$ cat src/hdl/literal_move_defines.vh
// Constants for the literal, move and indirect store executor.
// Assumes a 14-bit instruction word and a 32-bit classic Wishbone slave port.
`ifndef LITERAL_MOVE_DEFINES_VH
`define LITERAL_MOVE_DEFINES_VH

// Register byte offsets
`define REG_INSTR      8'h00
`define REG_ACC        8'h04
`define REG_BANK       8'h08
`define REG_PAGE       8'h0c
`define REG_OPTION     8'h10
`define REG_PTR0       8'h14
`define REG_PTR1       8'h18
`define REG_STATUS     8'h1c
`define REG_PC         8'h20
`define REG_PEEK_ADDR  8'h24
`define REG_PEEK_DATA  8'h28
`define REG_EXEC_STAT  8'h2c

// Widths
`define INSTR_W        14
`define ACC_W          8
`define BANK_W         5
`define PAGE_W         7
`define PTR_W          16
`define PC_W           16
`define FILE_W         7
`define MEM_AW         8
`define MEM_DEPTH      256

// Instruction encodings: match when (instr & mask) == pattern
`define ENC_NOP        14'h0000
`define ENC_SOFT_RST   14'h0001
`define ENC_OPTION     14'h0062
`define MSK_BANK       14'h3fe0
`define ENC_BANK       14'h0020
`define MSK_PAGE       14'h3f80
`define ENC_PAGE       14'h3180
`define MSK_ACC_IMM    14'h3f00
`define ENC_ACC_IMM    14'h3000
`define MSK_TO_FILE    14'h3f80
`define ENC_TO_FILE    14'h0080
`define MSK_IND_MODE   14'h3ff8
`define ENC_IND_MODE   14'h0018
`define MSK_IND_REL    14'h3f80
`define ENC_IND_REL    14'h3f80

// Operand fields
`define F_MM_LO        0
`define F_MM_HI        1
`define F_SEL_MM       2
`define F_SEL_REL      6
`define F_REL_HI       5
`define F_FILE_HI      6

// Pointer update codes
`define MM_PRE_INC     2'h0
`define MM_PRE_DEC     2'h1
`define MM_POST_INC    2'h2
`define MM_POST_DEC    2'h3

// File addresses that are the virtual indirect ports
`define FILE_VPORT0    7'h00
`define FILE_VPORT1    7'h01

// Reset values
`define RST_ACC        8'h00
`define RST_BANK       5'h00
`define RST_PAGE       7'h00
`define RST_OPTION     8'hff
`define RST_PTR        16'h0000
`define RST_STATUS     8'h18
`define RST_PC         16'h0000

// Exec status bits
`define EX_UNKNOWN     0
`define EX_SOFT_RST    1

`endif

$ cat src/hdl/data_ram.v
// Data memory: one write port, one read port with registered read data.
// Assumes writer and reader share clk_i; no reset on the array.
`timescale 1ns/1ps
`default_nettype none
`include "literal_move_defines.vh"

module data_ram (
	input  wire                  clk_i,
	input  wire                  we_i,
	input  wire [`MEM_AW-1:0]    waddr_i,
	input  wire [`ACC_W-1:0]     wdata_i,
	input  wire [`MEM_AW-1:0]    raddr_i,
	output reg  [`ACC_W-1:0]     rdata_o
);

	reg [`ACC_W-1:0] mem_ff [0:`MEM_DEPTH-1];

	always @(posedge clk_i) begin
		if (we_i) begin
			mem_ff[waddr_i] <= wdata_i;
		end
		rdata_o <= mem_ff[raddr_i];
	end

endmodule // data_ram
`default_nettype wire

$ cat src/hdl/literal_move_indirect_exec.v
// Executes literal loads, accumulator stores and indirect stores.
// Assumes a classic Wishbone master; one instruction per write to the
// instruction register, one instruction cycle per accepted write.
// Behaviour
// - Bank literal loads selector, flags untouched
// - Page literal loads upper latch, flags untouched
// - Accumulator literal load, one cycle, no flags
// - Accumulator stored to banked file register
// - Indirect store picks pointer by index
// - Effective address: pointer +1, -1, unchanged (post modes) or plus signed offset
// - Pointer post-value: +1, -1 or unchanged
// - Update code 00 pre-inc ... 11 post-dec
// - Virtual indirect ports redirect through pointer
// - Pointers wrap modulo sixteen bits
// - Indirect store and pointer steps keep flags
// - Option load copies accumulator
// - Software reset clears core state one cycle later; exec status flags are kept
`timescale 1ns/1ps
`default_nettype none
`include "literal_move_defines.vh"

module literal_move_indirect_exec (
	input  wire                  clk_i,
	input  wire                  rst_i,
	input  wire                  cyc_i,
	input  wire                  stb_i,
	input  wire                  we_i,
	input  wire [7:0]            adr_i,
	input  wire [3:0]            sel_i,
	input  wire [31:0]           dat_i,
	output reg  [31:0]           dat_o,
	output wire                  ack_o,
	output reg                   soft_reset_o,
	output wire [`BANK_W-1:0]    bank_selector_o,
	output wire [`PAGE_W-1:0]    pc_upper_latch_o,
	output wire [`ACC_W-1:0]     option_o
);

	////////////////////////////////////////////////////////////////////////
	// Decoded operation codes
	localparam [3:0] OP_NOP      = 4'h0;
	localparam [3:0] OP_BANK     = 4'h1;
	localparam [3:0] OP_PAGE     = 4'h2;
	localparam [3:0] OP_ACC_IMM  = 4'h3;
	localparam [3:0] OP_TO_FILE  = 4'h4;
	localparam [3:0] OP_IND_MODE = 4'h5;
	localparam [3:0] OP_IND_REL  = 4'h6;
	localparam [3:0] OP_OPTION   = 4'h7;
	localparam [3:0] OP_SOFT_RST = 4'h8;
	localparam [3:0] OP_UNKNOWN  = 4'h9;

	function [3:0] decode;
		input [`INSTR_W-1:0] ins;
		begin
			if (ins == `ENC_NOP)
				decode = OP_NOP;
			else if (ins == `ENC_SOFT_RST)
				decode = OP_SOFT_RST;
			else if (ins == `ENC_OPTION)
				decode = OP_OPTION;
			else if ((ins & `MSK_BANK) == `ENC_BANK)
				decode = OP_BANK;
			else if ((ins & `MSK_PAGE) == `ENC_PAGE)
				decode = OP_PAGE;
			else if ((ins & `MSK_ACC_IMM) == `ENC_ACC_IMM)
				decode = OP_ACC_IMM;
			else if ((ins & `MSK_TO_FILE) == `ENC_TO_FILE)
				decode = OP_TO_FILE;
			else if ((ins & `MSK_IND_MODE) == `ENC_IND_MODE)
				decode = OP_IND_MODE;
			else if ((ins & `MSK_IND_REL) == `ENC_IND_REL)
				decode = OP_IND_REL;
			else
				decode = OP_UNKNOWN;
		end
	endfunction

	// Step a pointer by one; the 16-bit width gives the wrap for free
	function [`PTR_W-1:0] ptr_step;
		input [`PTR_W-1:0] p;
		input              down;
		begin
			if (down)
				ptr_step = p - 16'h0001;
			else
				ptr_step = p + 16'h0001;
		end
	endfunction

	// Register address match, used by the instruction and exec status write decoders
	function reg_hit;
		input [7:0] adr;
		input [7:0] offs;
		begin
			reg_hit = (adr == offs);
		end
	endfunction

	////////////////////////////////////////////////////////////////////////
	// State
	reg  [`INSTR_W-1:0] instr_ff;
	reg  [`ACC_W-1:0]   acc_ff;
	reg  [`BANK_W-1:0]  bank_selector_ff;
	reg  [`PAGE_W-1:0]  pc_upper_latch_ff;
	reg  [`ACC_W-1:0]   option_ff;
	// Pointers are bus-writable so software can seed them
	reg  [`PTR_W-1:0]   indirect_pointer0_ff;
	reg  [`PTR_W-1:0]   indirect_pointer1_ff;
	reg  [`ACC_W-1:0]   status_ff;
	reg  [`PC_W-1:0]    pc_ff;
	reg  [`MEM_AW-1:0]  peek_addr_ff;
	reg  [1:0]          exec_stat_ff;
	reg                 ack_ff;

	reg  [`ACC_W-1:0]   nxt_acc;
	reg  [`BANK_W-1:0]  nxt_bank_selector;
	reg  [`PAGE_W-1:0]  nxt_pc_upper_latch;
	reg  [`ACC_W-1:0]   nxt_option;
	reg  [`PTR_W-1:0]   nxt_ptr0;
	reg  [`PTR_W-1:0]   nxt_ptr1;
	reg  [`PTR_W-1:0]   eff_addr;
	reg                 mem_we;
	reg                 nxt_soft_reset;
	reg                 unknown_hit;
	reg  [1:0]          nxt_exec_stat;
	reg  [31:0]         nxt_dat;

	wire [`ACC_W-1:0]   peek_data;
	wire [`INSTR_W-1:0] new_instr = dat_i[`INSTR_W-1:0];
	wire [3:0]          op        = decode(new_instr);
	wire [`PTR_W-1:0]   sel_ptr;
	wire [`PTR_W-1:0]   rel_off;
	wire                ind_sel;
	wire [1:0]          mm_code;
	wire [`FILE_W-1:0]  file_addr;

	////////////////////////////////////////////////////////////////////////
	// Wishbone slave: ack one cycle after the request, writes at that edge
	wire req      = cyc_i & stb_i;
	wire wr_edge  = req & ack_ff & we_i;
	// A narrow write to the instruction register is ignored, not executed
	wire exec_go  = wr_edge & reg_hit(adr_i, `REG_INSTR) & (&sel_i[1:0]);
	// Soft reset reuses the reset path one cycle after the instruction
	wire any_reset = rst_i | soft_reset_o;

	// Soft reset leaves ack_ff alone so an open bus cycle still ends
	assign ack_o = ack_ff & req;

	always @(posedge clk_i) begin
		if (rst_i)
			ack_ff <= 1'b0;
		else
			ack_ff <= req & ~ack_ff;
	end

	////////////////////////////////////////////////////////////////////////
	// Indirect store operand selection
	assign ind_sel   = (op == OP_IND_REL) ? new_instr[`F_SEL_REL] : new_instr[`F_SEL_MM];
	assign sel_ptr   = ind_sel ? indirect_pointer1_ff : indirect_pointer0_ff;
	// Relative offset is sign-extended from the six-bit field
	assign rel_off   = {{(`PTR_W-`F_REL_HI-1){new_instr[`F_REL_HI]}}, new_instr[`F_REL_HI:0]};
	assign mm_code   = new_instr[`F_MM_HI:`F_MM_LO];
	assign file_addr = new_instr[`F_FILE_HI:0];

	////////////////////////////////////////////////////////////////////////
	// Execute
	always @* begin
		nxt_acc            = acc_ff;
		nxt_bank_selector  = bank_selector_ff;
		nxt_pc_upper_latch = pc_upper_latch_ff;
		nxt_option         = option_ff;
		nxt_ptr0           = indirect_pointer0_ff;
		nxt_ptr1           = indirect_pointer1_ff;
		eff_addr           = {`PTR_W{1'b0}};
		mem_we             = 1'b0;
		nxt_soft_reset     = 1'b0;
		unknown_hit        = 1'b0;
		if (exec_go) begin
			case (op)
			OP_BANK: begin
				nxt_bank_selector = new_instr[`BANK_W-1:0];
			end
			OP_PAGE: begin
				nxt_pc_upper_latch = new_instr[`PAGE_W-1:0];
			end
			OP_ACC_IMM: begin
				nxt_acc = new_instr[`ACC_W-1:0];
			end
			OP_TO_FILE: begin
				mem_we = 1'b1;
				// Only the low bank bit reaches the 256-byte array
				if (file_addr == `FILE_VPORT0)
					eff_addr = indirect_pointer0_ff;
				else if (file_addr == `FILE_VPORT1)
					eff_addr = indirect_pointer1_ff;
				else
					eff_addr = {{(`PTR_W-`BANK_W-`FILE_W){1'b0}}, bank_selector_ff, file_addr};
			end
			OP_IND_MODE: begin
				mem_we = 1'b1;
				// Post modes store at the old pointer, pre modes at the stepped one
				case (mm_code)
				`MM_PRE_INC:  eff_addr = ptr_step(sel_ptr, 1'b0);
				`MM_PRE_DEC:  eff_addr = ptr_step(sel_ptr, 1'b1);
				`MM_POST_INC: eff_addr = sel_ptr;
				default:      eff_addr = sel_ptr;
				endcase
				// Both increments step up, both decrements step down
				if (ind_sel)
					nxt_ptr1 = ptr_step(sel_ptr, mm_code[0]);
				else
					nxt_ptr0 = ptr_step(sel_ptr, mm_code[0]);
			end
			OP_IND_REL: begin
				mem_we   = 1'b1;
				eff_addr = sel_ptr + rel_off;
			end
			OP_OPTION: begin
				nxt_option = acc_ff;
			end
			OP_SOFT_RST: begin
				nxt_soft_reset = 1'b1;
			end
			OP_NOP: begin
				nxt_acc = acc_ff;
			end
			default: begin
				// Unknown words are flagged and still advance the program counter
				unknown_hit = 1'b1;
			end
			endcase
		end
	end

	// Status flags are owned by software; no instruction writes them except soft reset, which reloads RST_STATUS
	always @(posedge clk_i) begin
		if (any_reset) begin
			instr_ff             <= {`INSTR_W{1'b0}};
			acc_ff               <= `RST_ACC;
			bank_selector_ff     <= `RST_BANK;
			pc_upper_latch_ff    <= `RST_PAGE;
			option_ff            <= `RST_OPTION;
			indirect_pointer0_ff <= `RST_PTR;
			indirect_pointer1_ff <= `RST_PTR;
			status_ff            <= `RST_STATUS;
			pc_ff                <= `RST_PC;
			peek_addr_ff         <= {`MEM_AW{1'b0}};
		end else begin
			acc_ff               <= nxt_acc;
			bank_selector_ff     <= nxt_bank_selector;
			pc_upper_latch_ff    <= nxt_pc_upper_latch;
			option_ff            <= nxt_option;
			indirect_pointer0_ff <= nxt_ptr0;
			indirect_pointer1_ff <= nxt_ptr1;
			if (exec_go) begin
				instr_ff <= new_instr;
				pc_ff    <= pc_ff + 16'h0001;
			end
			if (wr_edge) begin
				case (adr_i)
				`REG_ACC:       acc_ff               <= dat_i[`ACC_W-1:0];
				`REG_PTR0:      indirect_pointer0_ff <= dat_i[`PTR_W-1:0];
				`REG_PTR1:      indirect_pointer1_ff <= dat_i[`PTR_W-1:0];
				`REG_STATUS:    status_ff            <= dat_i[`ACC_W-1:0];
				`REG_PEEK_ADDR: peek_addr_ff         <= dat_i[`MEM_AW-1:0];
				default:        peek_addr_ff         <= peek_addr_ff;
				endcase
			end
		end
	end

	// Soft reset pulse lasts one cycle, then clears the core state itself
	always @(posedge clk_i) begin
		if (rst_i)
			soft_reset_o <= 1'b0;
		else
			soft_reset_o <= nxt_soft_reset;
	end

	// Sticky exec flags, write one to clear; a new event beats the clear
	always @* begin
		nxt_exec_stat = exec_stat_ff;
		if (wr_edge && reg_hit(adr_i, `REG_EXEC_STAT))
			nxt_exec_stat = exec_stat_ff & ~dat_i[1:0];
		if (unknown_hit)
			nxt_exec_stat[`EX_UNKNOWN] = 1'b1;
		if (soft_reset_o)
			nxt_exec_stat[`EX_SOFT_RST] = 1'b1;
	end

	// Soft reset does not clear these, so software can still see why it happened
	always @(posedge clk_i) begin
		if (rst_i)
			exec_stat_ff <= 2'b00;
		else
			exec_stat_ff <= nxt_exec_stat;
	end

	////////////////////////////////////////////////////////////////////////
	// Data memory: only the low address bits reach the array, so pointers
	// beyond the array alias onto it
	data_ram i_data_ram (
		.clk_i   (clk_i),
		.we_i    (mem_we),
		.waddr_i (eff_addr[`MEM_AW-1:0]),
		.wdata_i (acc_ff),
		.raddr_i (peek_addr_ff),
		.rdata_o (peek_data)
	);

	////////////////////////////////////////////////////////////////////////
	// Read data, registered in the request's first cycle so that it
	// stands through the acknowledged cycle
	always @* begin
		case (adr_i)
		`REG_INSTR:     nxt_dat = {{(32-`INSTR_W){1'b0}}, instr_ff};
		`REG_ACC:       nxt_dat = {{(32-`ACC_W){1'b0}}, acc_ff};
		`REG_BANK:      nxt_dat = {{(32-`BANK_W){1'b0}}, bank_selector_ff};
		`REG_PAGE:      nxt_dat = {{(32-`PAGE_W){1'b0}}, pc_upper_latch_ff};
		`REG_OPTION:    nxt_dat = {{(32-`ACC_W){1'b0}}, option_ff};
		`REG_PTR0:      nxt_dat = {{(32-`PTR_W){1'b0}}, indirect_pointer0_ff};
		`REG_PTR1:      nxt_dat = {{(32-`PTR_W){1'b0}}, indirect_pointer1_ff};
		`REG_STATUS:    nxt_dat = {{(32-`ACC_W){1'b0}}, status_ff};
		`REG_PC:        nxt_dat = {{(32-`PC_W){1'b0}}, pc_ff};
		`REG_PEEK_ADDR: nxt_dat = {{(32-`MEM_AW){1'b0}}, peek_addr_ff};
		`REG_PEEK_DATA: nxt_dat = {{(32-`ACC_W){1'b0}}, peek_data};
		`REG_EXEC_STAT: nxt_dat = {{30{1'b0}}, exec_stat_ff};
		default:        nxt_dat = 32'h0000_0000;
		endcase
	end

	always @(posedge clk_i) begin
		if (rst_i)
			dat_o <= 32'h0000_0000;
		else if (req && !ack_ff)
			dat_o <= nxt_dat;
	end

	assign bank_selector_o  = bank_selector_ff;
	assign pc_upper_latch_o = pc_upper_latch_ff;
	assign option_o         = option_ff;

endmodule // literal_move_indirect_exec
`default_nettype wire

$ cat config.mk
export PLATFORM = sky130hd
export DESIGN_NAME = literal_move_indirect_exec
export DESIGN_NICKNAME = d
export VERILOG_FILES = /design/src/hdl/data_ram.v /design/src/hdl/literal_move_indirect_exec.v
export VERILOG_INCLUDE_DIRS = /design/src /design/src/hdl
export SDC_FILE = /design/constraint.sdc
export NUM_CORES = 2
export LEC_CHECK = 0
export ABC_CLOCK_PERIOD_IN_PS = 9160
export BUFFER_PORTS_ARGS = -buffer_cell sky130_fd_sc_hd__buf_2
export CAP_MARGIN = 20
export CORE_UTILIZATION = 60
export DETAILED_ROUTE_END_ITERATION = 12
export HOLD_SLACK_MARGIN = 0.03
export PLACE_DENSITY = 0.76
export SLEW_MARGIN = 20
export SYNTH_ARGS = -nofsm -noshare
export SYNTH_HDL_FRONTEND = slang
export SYNTH_SLANG_ARGS = --single-unit
$ cat constraint.sdc
create_clock -name clk_i -period 9.16 [get_ports clk_i]
set_input_delay 2.29 -clock clk_i [delete_from_list [all_inputs] [get_ports clk_i]]
set_output_delay 2.29 -clock clk_i [all_outputs]
set_load 0.05 [all_outputs]
==> flow_summary.toml <==
[floorplan]
std_cell_rows = 139
core_area_um2 = 144000
die-height_um = 384
die_area_um2 = 147000
start_util_pct = 60.7
num_io_pins = 103
die_w_um = 384

[yosys]
ys_seq_elements = 2182
muxShareOfSynthArea_pct = 17.3
synth_flop_cell = "edfxtp_1"
yosysSeqAreaShare_pct = 73.4
yosys.area_share.simple_pct = 4.30
synth_top_family_by_area = "multiplexers"
synth-xor-area-share_pct = 0.419
yosysWarnings = 0
synth_compound_area_share_pct = 2.83
synth_fa_ha_area_share_pct = 0.195
async_flop_share_pct = 0
synth_edf_count = 2048
syn_area_um2 = 87500
syn-mean-instance-area_um2 = 19.8
synth_cells = 4420
ys_types = 94

[run_status]
status = "completed"

[cells_and_area]
final_cells = 6645
syn_to_final_growth_pct = 10.8
drive_gt1_share_pct = 26.7
nNetsFinal = 4641
fillers = 8738
final_cell_area_um2 = 96900

[route]
drc_errors = 0
via_count = 45900
totalWireLength_um = 217000
drtIter0Drc = 6925
ant_nets = 0
firstDrtPassIters = 8
routedWlPerCell_um = 32.7
vias_per_cell = 6.90

[global_route]
grt-ovfl-total = 0
grt_pass1_vias = 44900
grt_pass1_wl_um = 316000
grt_max_degree = 260
grt_use_total_pct = 30.0
grt_antenna_before_repair = 7

[run]
max_cap_viol_count = 0

[setup_path]
critPathTopFamily = "simple AND/OR/NAND/NOR gates"
worstPathCellList = "buf_2 > inv_1 > nor3_4 > o21ai_0 > and2_1 > inv_1 > ha_1 > nand4b_1 > o22ai_1 > a21oi_1 > o311ai_0 > nand3_1 > a21oi_2 > nand3_1 > nor2_1"
required_ps = 9630
slowest_delay_ps = 910
slowest_stage = "nor2_1"
setup.worst_path.end_class = "flop"
r2r_start = "indirect_pointer1_ff[0]"
reg2reg_depth = 14
arrival_ps = 7750
cp_max_fo = 16
timing.rr.end = "i_data_ram.mem_ff[73][7]"
start_kind = "input port"
reg2reg_slack_ps = 3430
crit_type = "in2reg"
crit_buf_inv = 3

[pwr]
p_per_area_nw_per_um2 = 195
swShare_pct = 19.8
p_seq_share_pct = 56.8
leakage_nw = 34.7
pwr-share-clk_pct = 42.6
power.internal_mw = 15.2
p_comb_share_pct = 0.6
peakVddDrop_mv = 0.182
p_sw_mw = 3.74

[cts]
cts_buffers = 202
cts_sinks = 2182
ctsResizeCount = 0
cts-htree-levels = 4
cts_tree = "built"
postCtsSetupBuffers = 0
cts_buffer_depth = 3
ctsHoldBuffers = 0
path_clk_slew_ps = 60
clock_latency_ps = 860
cts_root_buf = "clkbuf_16"

[min_path]
holdPathEnd = "dat_o[6]"
hold_class = "reg2reg"
hold_depth = 2
min_from = "dat_o[6]"

[sta]
setup_viol = 0
max_freq_mhz = 137
whs_ps = 454
max_slew.worst_pin.slew_ps = 1120
setup_tns_ps = 0
min_period_ps = 7280
relSlewSlack_pct = 25.1
hold_viol_final = 0
fin_crit_sh_pct = 79.5
rsz0062_at_grt = "no"
clock_skew_ps = 41.9
slew_viol_final = 0

[placed_design]
place_congestion = 0.952
dp_hpwl_um = 126000
port_buffers = 68
place_area_um2 = 90600
placed_cells = 6276
-- Yosys cell counts, drive strengths merged, types with 5 or more instances --
master / n / area share, %
o211ai: 8 / 0.069
o21ai: 41 / 0.25
or2: 6 / 0.043
buf: 112 / 0.62
mux2: 16 / 0.21
and3: 18 / 0.13
a22oi: 101 / 0.87
nand3: 54 / 0.31
or3: 10 / 0.072
dfxtp: 134 / 3.1
nand2b: 26 / 0.19
inv: 23 / 0.099
nand3b: 9 / 0.092
nor3: 135 / 0.81
clkbuf: 196 / 0.84
mux2i: 54 / 0.63
nor2: 280 / 1.2
nand4: 15 / 0.14
a21oi: 108 / 0.63
a222oi: 5 / 0.057
mux4: 640 / 16
xor2: 20 / 0.20
a221oi: 10 / 0.10
edfxtp: 2048 / 70
o21a: 6 / 0.051
or4: 17 / 0.15
a211oi: 34 / 0.29
nand2: 157 / 0.68
xnor2: 21 / 0.22
nor4: 13 / 0.11
ha: 12 / 0.17
and2: 10 / 0.072
nand4b: 6 / 0.067
nor2b: 7 / 0.050
-- power groups by stage --
stage	registers (mW)	clock network, mW	logic (mW)
global route	10.7	8.45	0.122
finish	10.7	8.06	0.117
floorplan	10.9	0	0.0836
CTS	10.7	8.11	0.113
global placement	10.9	0	0.112
detailed placement	10.9	0	0.113
-- area by class of cell --
cell class / count / area [um2] / area share [%]
Antenna cell: 2 / 5.00 / 0.00516
Clock buffer: 256 / 5370 / 5.54
Clock inverter: 109 / 875 / 0.902
Inverter: 23 / 86.3 / 0.0891
Multi-Input combinational cell: 1922 / 22100 / 22.8
Sequential cell: 2182 / 64200 / 66.3
Tap cell: 1903 / 2380 / 2.46
Timing Repair Buffer: 248 / 1850 / 1.91
-- state kept, by name (all words and copies together), names as in the netlist, 7 cells and up --
name	count
acc_ff	8
dat_o	16
i_data_ram.mem_ff	2048
i_data_ram.rdata_o	8
indirect_pointer0_ff	16
indirect_pointer1_ff	16
instr_ff	14
option_o	8
pc_ff	16
pc_upper_latch_o	7
peek_addr_ff	8
status_ff	8
-- logic make-up (layout without fill, tap and decap cells) --
| family | count (synthesis) | count (layout) |
|---|---|---|
| DFF | 2182 | 2182 |
| and+or+nand+nor | 780 | 780 |
| muxes | 710 | 710 |
| AOI/OAI and AO/OA | 362 | 362 |
| buffers and inverters | 331 | 636 |
| xor gates and xnor gates | 41 | 41 |
| adders and majority gates | 13 | 13 |
| other | 1 | 18 |
-- stage by stage --
step | worst slack, ps | utilization, % | power [mW]
after floorplan | 2610 | - | 11.0
after global placement | 1280 | 62.8 | 11.1
after detailed placement | 1470 | 62.8 | 11.1
after CTS | 2320 | 67.2 | 18.9
after global routing | 1690 | 67.2 | 19.3
final | 1880 | 67.2 | 18.9
-- metal layers --
| layer | track usage, % | vias up | share of wire, % |
|---|---|---|---|
| met1 | 42.2 | 23800 | 37 |
| met4 | 10.9 | 6 | 3.9 |
| met3 | 6.90 | 479 | 12 |
| li1 | - | 18600 | - |
| met5 | 0 | - | 0.017 |
| met2 | 46.6 | 3072 | 48 |
-- placed cells by master, fill, tap and decap left out, drive strengths merged, types with 18 or more instances in the layout --
cell type / synthesis / final
clkbuf: 196 / 256
buf: 112 / 248
xnor2: 21 / 21
nand2: 157 / 157
nor3: 135 / 135
mux4: 640 / 640
a22oi: 101 / 101
dfxtp: 134 / 134
nand3: 54 / 54
and3: 18 / 18
o21ai: 41 / 41
nor2: 280 / 280
xor2: 20 / 20
clkinv: 0 / 87
a211oi: 34 / 34
mux2i: 54 / 54
inv: 23 / 30
nand2b: 26 / 26
edfxtp: 2048 / 2048
a21oi: 108 / 108
-- tightest hold or removal path, cell delays in order, from the launching register on --
cell	delay [ps]
dfxtp_1	310
nand2_1	50
a21oi_1	50
-- how the worst max path moves through the flow --
stage	slack (ps)	to	cells after the start	from
2_1_floorplan	2610	i_data_ram.mem_ff[180][0]	17	dat_i[12]
3_3_place_gp	1280	i_data_ram.mem_ff[250][6]	15	dat_i[6]
3_5_place_dp	1470	i_data_ram.mem_ff[73][7]	15	dat_i[6]
4_1_cts	2320	i_data_ram.mem_ff[73][7]	15	dat_i[6]
5_1_grt	1690	i_data_ram.mem_ff[201][2]	15	dat_i[6]
6_report	1880	i_data_ram.mem_ff[73][7]	15	dat_i[6]
Power figures use the tool's default switching activity.
